==> src/pkg/tcs_pkg.sv <==
// constants and types shared by the timer channel status flag block
package tcs_pkg;

  // ---------------------------------------------------------------
  // widths
  // ---------------------------------------------------------------
  localparam int AXI_ADDR_W = 8;
  localparam int DATA_W = 32;
  localparam int COUNTER_W = 16;
  localparam int STATUS_W = 8;
  localparam int INT_W = 3;
  localparam int FLAG_N = 2;

  // ---------------------------------------------------------------
  // counter values
  // ---------------------------------------------------------------
  localparam logic [COUNTER_W-1:0] COUNTER_ALL_ZERO = 16'h0000;
  localparam logic [COUNTER_W-1:0] COUNTER_ALL_ONES = 16'hffff;
  // channels that carry an underflow flag: 1, 2, 4 and 5
  localparam logic [7:0] UNDERFLOW_CHANNELS = 8'h36;

  // ---------------------------------------------------------------
  // register byte offsets
  // ---------------------------------------------------------------
  localparam logic [AXI_ADDR_W-1:0] ADDR_STATUS = 8'h00;
  localparam logic [AXI_ADDR_W-1:0] ADDR_INT_STATUS = 8'h04;
  localparam logic [AXI_ADDR_W-1:0] ADDR_INT_CLEAR = 8'h08;
  localparam logic [AXI_ADDR_W-1:0] ADDR_INT_ENABLE = 8'h0c;
  localparam logic [AXI_ADDR_W-1:0] ADDR_CONFIG = 8'h10;

  // ---------------------------------------------------------------
  // field positions
  // ---------------------------------------------------------------
  localparam int STATUS_CCFA_POS = 0;
  localparam int STATUS_UNDERFLOW_POS = 5;
  localparam int FLAG_CCFA_IDX = 0;
  localparam int FLAG_UNDERFLOW_IDX = 1;
  localparam int INT_CCFA_SET_POS = 0;
  localparam int INT_UNDERFLOW_SET_POS = 1;
  localparam int INT_XFER_CLEAR_POS = 2;
  localparam int CONFIG_W = 2;
  localparam int CONFIG_DMA_CLEAR_POS = 0;
  localparam int CONFIG_REQ_ENABLE_POS = 1;

  // ---------------------------------------------------------------
  // reset values
  // ---------------------------------------------------------------
  localparam logic [INT_W-1:0] INT_STATUS_RESET = 3'h0;
  localparam logic [INT_W-1:0] INT_ENABLE_RESET = 3'h0;
  localparam logic [CONFIG_W-1:0] CONFIG_RESET = 2'h3;

  // ---------------------------------------------------------------
  // bus responses and states
  // ---------------------------------------------------------------
  localparam logic [1:0] RESP_OKAY = 2'h0;
  localparam logic [1:0] RESP_SLVERR = 2'h2;

  typedef enum logic [1:0] {
    WR_COLLECT = 2'h1,
    WR_RESPOND = 2'h2
  } tcs_wr_state_t;

  typedef enum logic [1:0] {
    RD_IDLE = 2'h1,
    RD_VALID = 2'h2
  } tcs_rd_state_t;

endpackage : tcs_pkg

==> src/core/tcs_flag_cell.sv <==
// one status flag cleared by read-as-one then write-zero
`timescale 1ns/1ps
module tcs_flag_cell
  import tcs_pkg::*;
#(
  parameter bit PRESENT = 1'b1
) (
  // clock and reset
  input wire logic aclk,
  input wire logic aresetn,
  input wire logic ce,
  // hardware side
  input wire logic set_event,
  input wire logic hw_clear,
  // software side
  input wire logic sw_read,
  input wire logic sw_write,
  input wire logic sw_write_zero,
  // flag
  output logic flag
);

  logic armed;

  // set beats any clear in the same cycle
  always_ff @(posedge aclk) begin
    if (!aresetn) begin
      flag <= 1'b0;
    end else if (ce) begin
      if (!PRESENT) begin
        flag <= 1'b0;
      end else if (set_event) begin
        flag <= 1'b1;
      end else if (hw_clear) begin
        flag <= 1'b0;
      end else if (sw_write && sw_write_zero && armed) begin // [RULE3] [RULE8]
        flag <= 1'b0;
      end
    end
  end

  // a write consumes the arming; an unarmed zero or any one does nothing
  always_ff @(posedge aclk) begin
    if (!aresetn) begin
      armed <= 1'b0;
    end else if (ce) begin
      if (sw_read && flag) begin
        armed <= 1'b1;
      end else if (sw_write) begin // [RULE9]
        armed <= 1'b0;
      end
    end
  end

endmodule : tcs_flag_cell

==> src/core/tcs_irq_bits.sv <==
// sticky event bits, write-one clear, enable mask and level interrupt
`timescale 1ns/1ps
module tcs_irq_bits
  import tcs_pkg::*;
(
  // clock and reset
  input wire logic aclk,
  input wire logic aresetn,
  input wire logic ce,
  // events
  input wire logic [INT_W-1:0] events,
  // software
  input wire logic clear_wr,
  input wire logic [INT_W-1:0] clear_data,
  input wire logic enable_wr,
  input wire logic [INT_W-1:0] enable_data,
  // state
  output logic [INT_W-1:0] status,
  output logic [INT_W-1:0] enable,
  output logic irq
);

  logic [INT_W-1:0] next_status;

  always_comb begin
    next_status = status;
    if (clear_wr) begin
      next_status = next_status & ~clear_data;
    end
    // an event in the clearing cycle survives
    next_status = next_status | events;
  end

  always_ff @(posedge aclk) begin
    if (!aresetn) begin
      status <= INT_STATUS_RESET;
    end else if (ce) begin
      status <= next_status;
    end
  end

  always_ff @(posedge aclk) begin
    if (!aresetn) begin
      enable <= INT_ENABLE_RESET;
    end else if (ce && enable_wr) begin
      enable <= enable_data;
    end
  end

  always_ff @(posedge aclk) begin
    if (!aresetn) begin
      irq <= 1'b0;
    end else if (ce) begin
      irq <= |(next_status & (enable_wr ? enable_data : enable));
    end
  end

endmodule : tcs_irq_bits

==> src/core/tcs_status_flags.sv <==
// status flags of one timer channel with an AXI4-Lite register slave
//
// Contract
// RULE1 - the underflow flag sets when the counter steps from all zeros to all ones.
// RULE2 - the underflow flag exists only on channels 1, 2, 4 and 5, in phase counting mode.
// RULE3 - a zero written to the underflow flag clears it once it was read as one.
// RULE4 - the compare/capture flag A sets when the counter equals register A in compare mode.
// RULE5 - in capture mode the compare/capture flag A sets when a capture loads register A.
// RULE6 - a transfer controller started by the channel A request with select zero clears flag A.
// RULE7 - on the older device a DMA start with transfer enable zero also clears flag A.
// RULE8 - a zero written to flag A clears it once it was read as one.
// RULE9 - an unarmed zero write and any write of one leave a flag unchanged.
//
// Our own choices: register access over AXI4-Lite and the register offsets.
`timescale 1ns/1ps
module tcs_status_flags
  import tcs_pkg::*;
#(
  parameter int CHANNEL_INDEX = 1
) (
  // clock, reset, enable
  input wire logic aclk,
  input wire logic aresetn,
  input wire logic ce,
  // axi4-lite write address
  input wire logic [AXI_ADDR_W-1:0] s_axi_awaddr,
  input wire logic [2:0] s_axi_awprot,
  input wire logic s_axi_awvalid,
  output logic s_axi_awready,
  // axi4-lite write data
  input wire logic [DATA_W-1:0] s_axi_wdata,
  input wire logic [3:0] s_axi_wstrb,
  input wire logic s_axi_wvalid,
  output logic s_axi_wready,
  // axi4-lite write response
  output logic [1:0] s_axi_bresp,
  output logic s_axi_bvalid,
  input wire logic s_axi_bready,
  // axi4-lite read address
  input wire logic [AXI_ADDR_W-1:0] s_axi_araddr,
  input wire logic [2:0] s_axi_arprot,
  input wire logic s_axi_arvalid,
  output logic s_axi_arready,
  // axi4-lite read data
  output logic [DATA_W-1:0] s_axi_rdata,
  output logic [1:0] s_axi_rresp,
  output logic s_axi_rvalid,
  input wire logic s_axi_rready,
  // counter and register a datapath
  input wire logic [COUNTER_W-1:0] channel_counter,
  input wire logic [COUNTER_W-1:0] general_register_a,
  input wire logic gra_capture_mode,
  input wire logic capture_strobe,
  input wire logic phase_counting_mode,
  // transfer controllers
  input wire logic data_transfer_ctrl_start,
  input wire logic transfer_interrupt_select,
  input wire logic dma_start,
  input wire logic dma_transfer_enable,
  // flags and requests
  output logic compare_capture_flag_a,
  output logic underflow_flag,
  output logic channel_a_interrupt,
  output logic irq
);

  // ---------------------------------------------------------------
  // declarations
  // ---------------------------------------------------------------
  localparam bit UNDERFLOW_PRESENT = (CHANNEL_INDEX >= 0) && (CHANNEL_INDEX < 8)
                                     && UNDERFLOW_CHANNELS[CHANNEL_INDEX[2:0]];

  tcs_wr_state_t wr_state;
  tcs_rd_state_t rd_state;
  logic [AXI_ADDR_W-1:0] wr_addr;
  logic [DATA_W-1:0] wr_data;
  logic [3:0] wr_strb;
  logic aw_held;
  logic w_held;
  logic wr_fire;
  logic rd_fire;
  logic wr_lane0;
  logic status_wr;
  logic status_rd;
  logic int_clear_wr;
  logic int_enable_wr;
  logic config_wr;
  logic wr_mapped;
  logic rd_mapped;
  logic [DATA_W-1:0] rd_value;

  logic [CONFIG_W-1:0] config_bits;
  logic [COUNTER_W-1:0] counter_prev;
  logic counter_prev_valid;
  logic match_prev;
  logic match_now;
  logic underflow_event;
  logic compare_event;
  logic capture_event;
  logic dtc_clear;
  logic dma_clear;
  logic xfer_clear;

  logic [FLAG_N-1:0] flag_set;
  logic [FLAG_N-1:0] flag_hw_clear;
  logic [FLAG_N-1:0] flag_value;
  logic [FLAG_N-1:0] flag_wr_zero;
  logic [INT_W-1:0] int_events;
  logic [INT_W-1:0] int_status;
  logic [INT_W-1:0] int_enable;
  logic [STATUS_W-1:0] status_value;

  // ---------------------------------------------------------------
  // write channel
  // ---------------------------------------------------------------
  assign wr_fire = (wr_state == WR_COLLECT) && aw_held && w_held;

  // address and data are taken in either order and held for the write
  always_ff @(posedge aclk) begin
    if (!aresetn) begin
      aw_held <= 1'b0;
      s_axi_awready <= 1'b1;
      wr_addr <= '0;
    end else if (ce) begin
      if (s_axi_awvalid && s_axi_awready) begin
        aw_held <= 1'b1;
        s_axi_awready <= 1'b0;
        wr_addr <= s_axi_awaddr;
      end else if (s_axi_bvalid && s_axi_bready) begin
        aw_held <= 1'b0;
        s_axi_awready <= 1'b1;
      end
    end
  end

  always_ff @(posedge aclk) begin
    if (!aresetn) begin
      w_held <= 1'b0;
      s_axi_wready <= 1'b1;
      wr_data <= '0;
      wr_strb <= '0;
    end else if (ce) begin
      if (s_axi_wvalid && s_axi_wready) begin
        w_held <= 1'b1;
        s_axi_wready <= 1'b0;
        wr_data <= s_axi_wdata;
        wr_strb <= s_axi_wstrb;
      end else if (s_axi_bvalid && s_axi_bready) begin
        w_held <= 1'b0;
        s_axi_wready <= 1'b1;
      end
    end
  end

  always_ff @(posedge aclk) begin
    if (!aresetn) begin
      wr_state <= WR_COLLECT;
      s_axi_bvalid <= 1'b0;
      s_axi_bresp <= RESP_OKAY;
    end else if (ce) begin
      case (wr_state)
        WR_COLLECT: begin
          if (wr_fire) begin
            wr_state <= WR_RESPOND;
            s_axi_bvalid <= 1'b1;
            s_axi_bresp <= wr_mapped ? RESP_OKAY : RESP_SLVERR;
          end
        end
        WR_RESPOND: begin
          if (s_axi_bready) begin
            wr_state <= WR_COLLECT;
            s_axi_bvalid <= 1'b0;
          end
        end
        default: begin
          wr_state <= WR_COLLECT;
          s_axi_bvalid <= 1'b0;
        end
      endcase
    end
  end

  // all fields sit in byte lane 0; other lanes are ignored
  assign wr_lane0 = wr_fire && wr_strb[0];
  assign status_wr = wr_lane0 && (wr_addr[AXI_ADDR_W-1:2] == ADDR_STATUS[AXI_ADDR_W-1:2]);
  assign int_clear_wr = wr_lane0
                        && (wr_addr[AXI_ADDR_W-1:2] == ADDR_INT_CLEAR[AXI_ADDR_W-1:2]);
  assign int_enable_wr = wr_lane0
                         && (wr_addr[AXI_ADDR_W-1:2] == ADDR_INT_ENABLE[AXI_ADDR_W-1:2]);
  assign config_wr = wr_lane0 && (wr_addr[AXI_ADDR_W-1:2] == ADDR_CONFIG[AXI_ADDR_W-1:2]);

  always_comb begin
    case (wr_addr[AXI_ADDR_W-1:2])
      ADDR_STATUS[AXI_ADDR_W-1:2],
      ADDR_INT_CLEAR[AXI_ADDR_W-1:2],
      ADDR_INT_ENABLE[AXI_ADDR_W-1:2],
      ADDR_CONFIG[AXI_ADDR_W-1:2]: wr_mapped = 1'b1;
      default: wr_mapped = 1'b0;
    endcase
  end

  always_ff @(posedge aclk) begin
    if (!aresetn) begin
      config_bits <= CONFIG_RESET;
    end else if (ce && config_wr) begin
      config_bits <= wr_data[CONFIG_W-1:0];
    end
  end

  // ---------------------------------------------------------------
  // read channel
  // ---------------------------------------------------------------
  assign rd_fire = s_axi_arvalid && s_axi_arready;
  assign status_rd = rd_fire
                     && (s_axi_araddr[AXI_ADDR_W-1:2] == ADDR_STATUS[AXI_ADDR_W-1:2]);

  always_comb begin
    rd_value = '0;
    rd_mapped = 1'b1;
    case (s_axi_araddr[AXI_ADDR_W-1:2])
      ADDR_STATUS[AXI_ADDR_W-1:2]: rd_value[STATUS_W-1:0] = status_value;
      ADDR_INT_STATUS[AXI_ADDR_W-1:2]: rd_value[INT_W-1:0] = int_status;
      ADDR_INT_CLEAR[AXI_ADDR_W-1:2]: rd_value = '0;
      ADDR_INT_ENABLE[AXI_ADDR_W-1:2]: rd_value[INT_W-1:0] = int_enable;
      ADDR_CONFIG[AXI_ADDR_W-1:2]: rd_value[CONFIG_W-1:0] = config_bits;
      default: rd_mapped = 1'b0;
    endcase
  end

  always_ff @(posedge aclk) begin
    if (!aresetn) begin
      rd_state <= RD_IDLE;
      s_axi_arready <= 1'b1;
      s_axi_rvalid <= 1'b0;
      s_axi_rdata <= '0;
      s_axi_rresp <= RESP_OKAY;
    end else if (ce) begin
      case (rd_state)
        RD_IDLE: begin
          if (rd_fire) begin
            rd_state <= RD_VALID;
            s_axi_arready <= 1'b0;
            s_axi_rvalid <= 1'b1;
            s_axi_rdata <= rd_value;
            s_axi_rresp <= rd_mapped ? RESP_OKAY : RESP_SLVERR;
          end
        end
        RD_VALID: begin
          if (s_axi_rready) begin
            rd_state <= RD_IDLE;
            s_axi_arready <= 1'b1;
            s_axi_rvalid <= 1'b0;
          end
        end
        default: begin
          rd_state <= RD_IDLE;
          s_axi_arready <= 1'b1;
          s_axi_rvalid <= 1'b0;
        end
      endcase
    end
  end

  // ---------------------------------------------------------------
  // counter events
  // ---------------------------------------------------------------
  // a wrap is seen only across two sampled values, so a reset load of
  // all ones is not taken for an underflow
  always_ff @(posedge aclk) begin
    if (!aresetn) begin
      counter_prev <= COUNTER_ALL_ZERO;
      counter_prev_valid <= 1'b0;
      match_prev <= 1'b0;
    end else if (ce) begin
      counter_prev <= channel_counter;
      counter_prev_valid <= 1'b1;
      match_prev <= match_now;
    end
  end

  assign underflow_event = counter_prev_valid && phase_counting_mode // [RULE2]
                           && (counter_prev == COUNTER_ALL_ZERO)
                           && (channel_counter == COUNTER_ALL_ONES); // [RULE1]

  // a slow count clock holds a match for many cycles; only its start counts
  assign match_now = !gra_capture_mode && (channel_counter == general_register_a);
  assign compare_event = match_now && !match_prev; // [RULE4]
  assign capture_event = gra_capture_mode && capture_strobe; // [RULE5]

  // ---------------------------------------------------------------
  // transfer controller clears
  // ---------------------------------------------------------------
  assign dtc_clear = data_transfer_ctrl_start && channel_a_interrupt
                     && !transfer_interrupt_select; // [RULE6]
  assign dma_clear = config_bits[CONFIG_DMA_CLEAR_POS] && dma_start && channel_a_interrupt
                     && !dma_transfer_enable; // [RULE7]
  assign xfer_clear = dtc_clear || dma_clear;

  // ---------------------------------------------------------------
  // status flags
  // ---------------------------------------------------------------
  assign flag_set[FLAG_CCFA_IDX] = compare_event || capture_event;
  assign flag_set[FLAG_UNDERFLOW_IDX] = underflow_event;
  assign flag_hw_clear[FLAG_CCFA_IDX] = xfer_clear;
  assign flag_hw_clear[FLAG_UNDERFLOW_IDX] = 1'b0;
  assign flag_wr_zero[FLAG_CCFA_IDX] = !wr_data[STATUS_CCFA_POS];
  assign flag_wr_zero[FLAG_UNDERFLOW_IDX] = !wr_data[STATUS_UNDERFLOW_POS];

  genvar gi;
  generate
    for (gi = 0; gi < FLAG_N; gi = gi + 1) begin : g_flag
      tcs_flag_cell #(
        .PRESENT((gi == FLAG_UNDERFLOW_IDX) ? UNDERFLOW_PRESENT : 1'b1) // [RULE2]
      ) u_cell (
        .aclk(aclk),
        .aresetn(aresetn),
        .ce(ce),
        .set_event(flag_set[gi]),
        .hw_clear(flag_hw_clear[gi]),
        .sw_read(status_rd),
        .sw_write(status_wr),
        .sw_write_zero(flag_wr_zero[gi]),
        .flag(flag_value[gi])
      );
    end
  endgenerate

  assign compare_capture_flag_a = flag_value[FLAG_CCFA_IDX];
  assign underflow_flag = flag_value[FLAG_UNDERFLOW_IDX];

  always_comb begin
    status_value = '0;
    status_value[STATUS_CCFA_POS] = flag_value[FLAG_CCFA_IDX];
    status_value[STATUS_UNDERFLOW_POS] = flag_value[FLAG_UNDERFLOW_IDX];
  end

  // request to the transfer controllers follows flag a when enabled; any zero write to flag a, armed or not, drops it for a cycle
  always_ff @(posedge aclk) begin
    if (!aresetn) begin
      channel_a_interrupt <= 1'b0;
    end else if (ce) begin
      channel_a_interrupt <= config_bits[CONFIG_REQ_ENABLE_POS]
                             && (flag_set[FLAG_CCFA_IDX] || (compare_capture_flag_a
                             && !xfer_clear
                             && !(status_wr && flag_wr_zero[FLAG_CCFA_IDX])));
    end
  end

  // ---------------------------------------------------------------
  // interrupt
  // ---------------------------------------------------------------
  always_comb begin
    int_events = '0;
    int_events[INT_CCFA_SET_POS] = flag_set[FLAG_CCFA_IDX];
    int_events[INT_UNDERFLOW_SET_POS] = flag_set[FLAG_UNDERFLOW_IDX] && UNDERFLOW_PRESENT;
    int_events[INT_XFER_CLEAR_POS] = xfer_clear;
  end

  tcs_irq_bits u_irq (
    .aclk(aclk),
    .aresetn(aresetn),
    .ce(ce),
    .events(int_events),
    .clear_wr(int_clear_wr),
    .clear_data(wr_data[INT_W-1:0]),
    .enable_wr(int_enable_wr),
    .enable_data(wr_data[INT_W-1:0]),
    .status(int_status),
    .enable(int_enable),
    .irq(irq)
  );

endmodule : tcs_status_flags

==> config.mk <==
export PLATFORM = sky130hd
export DESIGN_NAME = tcs_status_flags
export DESIGN_NICKNAME = d
export VERILOG_FILES = /design/src/pkg/tcs_pkg.sv /design/src/core/tcs_flag_cell.sv /design/src/core/tcs_irq_bits.sv /design/src/core/tcs_status_flags.sv
export SDC_FILE = /design/constraint.sdc
export NUM_CORES = 1
export LEC_CHECK = 0
export BUFFER_PORTS_ARGS = -buffer_cell sky130_fd_sc_hd__clkbuf_2
export CORE_MARGIN = 2
export CORE_UTILIZATION = 35
export CTS_CLUSTER_DIAMETER = 40
export DETAILED_ROUTE_END_ITERATION = 12
export SLEW_MARGIN = 5
export SYNTH_ARGS = -nofsm -noshare
export SYNTH_HDL_FRONTEND = slang
export SYNTH_SLANG_ARGS = --single-unit
==> constraint.sdc <==
create_clock -name aclk -period 2.8 [get_ports aclk]
set_input_delay 0.7 -clock aclk [delete_from_list [all_inputs] [get_ports aclk]]
set_output_delay 0.7 -clock aclk [all_outputs]
set_load 0.01 [all_outputs]
==> impl_metrics.csv <==
group,metric,value,unit
placement,portBuffers,78,
critical_path,critPathRequiredTime,3.04,ns
timing,min_period,2.12,ns
power_and_ir_drop,leakagePower,1.56,nW
critical_path,crit_path_end_kind,"flip-flop",
cells_and_area,fin_area,3490,um^2
global_routing,grt_pass1_vias,2268,
critical_path,crit_end,"u_irq.irq",
clock_tree,cts_setup_buffers,0,
timing,setup_violations,0,
timing,timing.hold.ws,0.445,ns
worst_hold_path,hp-class,"flip-flop to flip-flop",
global_routing,grt_antenna_before_repair,0,
critical_path,crit_path_max_fanout,8,
power_and_ir_drop,netSwitchingPower,0.445,mW
cells_and_area,diodes,0,
global_routing,grt_max_degree,38,
clock_tree,cts-buffers-inserted,9,
cells_and_area,n_fill_cell,834,
clock_tree,clk_pin_slew,0.06,ns
synthesis,yosys.area.top_type_share,38.4,%
power_and_ir_drop,power,1.73,mW
die,dieArea,9230,um^2
critical_path,arrival,2.36,ns
die,fp.dieW,96.1,um
synthesis,syn_inst,323,
critical_path,reg2reg_depth,6,
power_and_ir_drop,p_per_area,495,nW/um^2
clock_tree,cts_max_path_buffers,2,
timing,fin_ws,0.678,ns
power_and_ir_drop,power_frac_seq,50.3,%
critical_path,r2r_slack,0.68,ns
placement,dp_hpwl,5150,um
route,wirelength,6750,um
die,start_util,36.1,%
clock_tree,cts_tree,"yes",
die,core_area,8220,um^2
route,viasPerCell,4.75,
cells_and_area,finalNonFillerCells,509,
die,num_io_pins,150,
clock_tree,cts_resized,0,
route,routedWlPerCell,13.3,um
placement,dpl_cell_area,3340,um^2
timing,fmax,0.471,GHz
power_and_ir_drop,internal_power,1.28,mW
route,vias,2418,
power_and_ir_drop,ir_drop,0.304,mV
timing,rsz0062_at_grt,"false",
critical_path,r2r-start,"wr_addr[5]",
critical_path,reg2reg_to,"u_irq.irq",
clock_tree,clkSinkCount,57,
placement,dpl_worst_slack,0.332,ns
critical_path,start_kind,"flip-flop",
status,status,"complete, no violations",
timing,max-slew-margin-rel,64.5,%
cells_and_area,area_delta_synth_final,17.5,%
timing,maxSlewViolCount,0,
timing,finalSetupTns,0,ns
global_routing,grt_usage,15.5,%
timing,hold_viol,0,
route,drc,0,
clock_tree,h-tree-depth,3,
die,floorplan.rows,33,
timing,tightest_slew,0.528,ns
cells_and_area,multiInputGateArea,1640,um^2
synthesis,ys_seq_elements,57,
run,max_cap_violations,0,
power_and_ir_drop,swShare,25.7,%
synthesis,synthesis.area,2970,um^2
power_and_ir_drop,pwr-share-comb,13.5,%
cells_and_area,finish.utilization,42.5,%
clock_tree,clock_latency,0.33,ns
critical_path,criticalPathCategory,"flip-flop to flip-flop",
clock_tree,root_buffer,"clkbuf_8",
critical_path,startpoint,"wr_addr[5]",
route,drt-initial-drc-count,131,
global_routing,grt-ovfl-total,0,
synthesis,yosysTopAreaCell,"dfxtp_1",
power_and_ir_drop,p_clk_share,36.1,%
synthesis,synth_area_leaders,"dfxtp_1 (38%), mux2i_1 (13%), nor2b_1 (8.2%)",
timing,min_period_over_period,75.8,%
clock_tree,cts_hold_buf,0,
synthesis,synthFlopType,"dfxtp_1",
cells_and_area,nets,507,
die,dieHeight,96.1,um
synthesis,synth-edff-count,0,
synthesis,avgSynthCellArea,9.19,um^2
route,ant_nets,0,
placement,gp_congestion,0.779,
placement,dp.cells,496,
cells_and_area,drive_above_1_share,24.3,%
route,drt_first_pass_iters,4,
cells_and_area,final-seq-area,1140,um^2
synthesis,synthArstFlopShare,0,%
synthesis,yosysSeqAreaShare,38.4,%
timing,finClkSkew,0.00424,ns
synthesis,yosysWarnings,0,
synthesis,ys_types,45,
global_routing,grt_pass1_wl,10800,um
-- critical path: stages (launching register included) --
cell,delay (ns)
dfxtp_1,0.32
or4b_4,0.56
nor3_4,0.28
and3_1,0.34
mux2i_1,0.10
or3_1,0.35
o311ai_1,0.09
-- power by group through the flow --
| stage | logic, mW | clock network, mW | registers [mW] |
|---|---|---|---|
| after detailed placement | 0.235 | 0 | 0.888 |
| after global routing | 0.264 | 0.687 | 0.874 |
| after floorplan | 0.173 | 0 | 0.884 |
| final | 0.234 | 0.625 | 0.870 |
| after global placement | 0.231 | 0 | 0.887 |
| after CTS | 0.236 | 0.644 | 0.870 |
-- worst min path at each step --
stage                       start            endpoint  slack [ns]  depth (start not counted)
3_3_place_gp   counter_prev_valid  counter_prev_valid        0.43                          1
3_5_place_dp   counter_prev_valid  counter_prev_valid        0.44                          1
2_1_floorplan  counter_prev_valid  counter_prev_valid        0.42                          1
4_1_cts        counter_prev_valid  counter_prev_valid        0.45                          1
5_1_grt        counter_prev_valid  counter_prev_valid        0.48                          1
6_report       counter_prev_valid  counter_prev_valid        0.45                          1
-- cells in the mapped netlist (2+ instances only) --
master,n
o21ai_0,16
nor4_1,3
nand2_1,21
or3_1,2
buf_4,31
nor2_1,7
nor2b_1,39
clkbuf_1,7
mux2i_1,38
nor4bb_1,4
and3_1,2
nand3_1,15
a22oi_1,4
nor3_1,5
xnor2_1,7
a21boi_0,10
a21oi_1,6
nor4b_1,2
or2_2,2
dfxtp_1,57
buf_1,2
nand4b_1,2
inv_1,3
xor2_1,9
a211oi_1,2
nand2b_1,4
nand4_1,5
-- layout by cell type, fill, tap and decap left out, types with 10 or more instances in the layout --
| master | n |
|---|---|
| clkbuf_2 | 78 |
| dfxtp_1 | 57 |
| nor2b_1 | 39 |
| mux2i_1 | 38 |
| conb_1 | 30 |
| nand2_1 | 21 |
| o21ai_0 | 16 |
| nand3_1 | 15 |
| a21boi_0 | 10 |
| clkbuf_8 | 10 |
-- logic make-up (layout without fill, tap and decap cells) --
logic type,after synthesis,in the layout,synth area share (%)
compound gates,46,46,10.1
xor+xnor,16,16,4.72
buf+inv,45,97,9.91
flops,57,57,38.4
mux,39,39,13.2
other cells,1,30,0.126
simple gates,119,119,23.5
-- registers in the layout, indices dropped and copies added (netlist names), 2 cells and up --
| register | cells |
|---|---|
| counter_prev | 16 |
| wr_data | 4 |
| g_flag.u_cell.flag | 2 |
| u_irq.status | 3 |
| u_irq.enable | 3 |
| wr_addr | 6 |
| config_bits | 2 |
| g_flag.u_cell.armed | 2 |
| s_axi_rdata | 4 |
-- metal layers --
| layer | vias up | share of wire [%] | wire length [um] | global-route usage [%] |
|---|---|---|---|---|
| li1 | 1234 | - | - | - |
| met1 | 1093 | 44 | 2940 | 18.1 |
| met2 | 87 | 48 | 3270 | 26.8 |
| met3 | 4 | 7.3 | 494 | 6.42 |
| met4 | 0 | 0.58 | 39 | 2.86 |
| met5 | - | 0 | 0 | 0 |
-- final cells by class --
| cell class | instances | area share, % |
|---|---|---|
| multi-input combinational | 250 | 47.1 |
| clock inverter | 1 | 0.143 |
| timing repair buffer | 81 | 11.8 |
| inverter | 3 | 0.323 |
| sequential | 57 | 32.7 |
| clock buffer | 12 | 4.16 |
| tap | 105 | 3.77 |
Note: power is estimated with default switching activity, not from simulation.
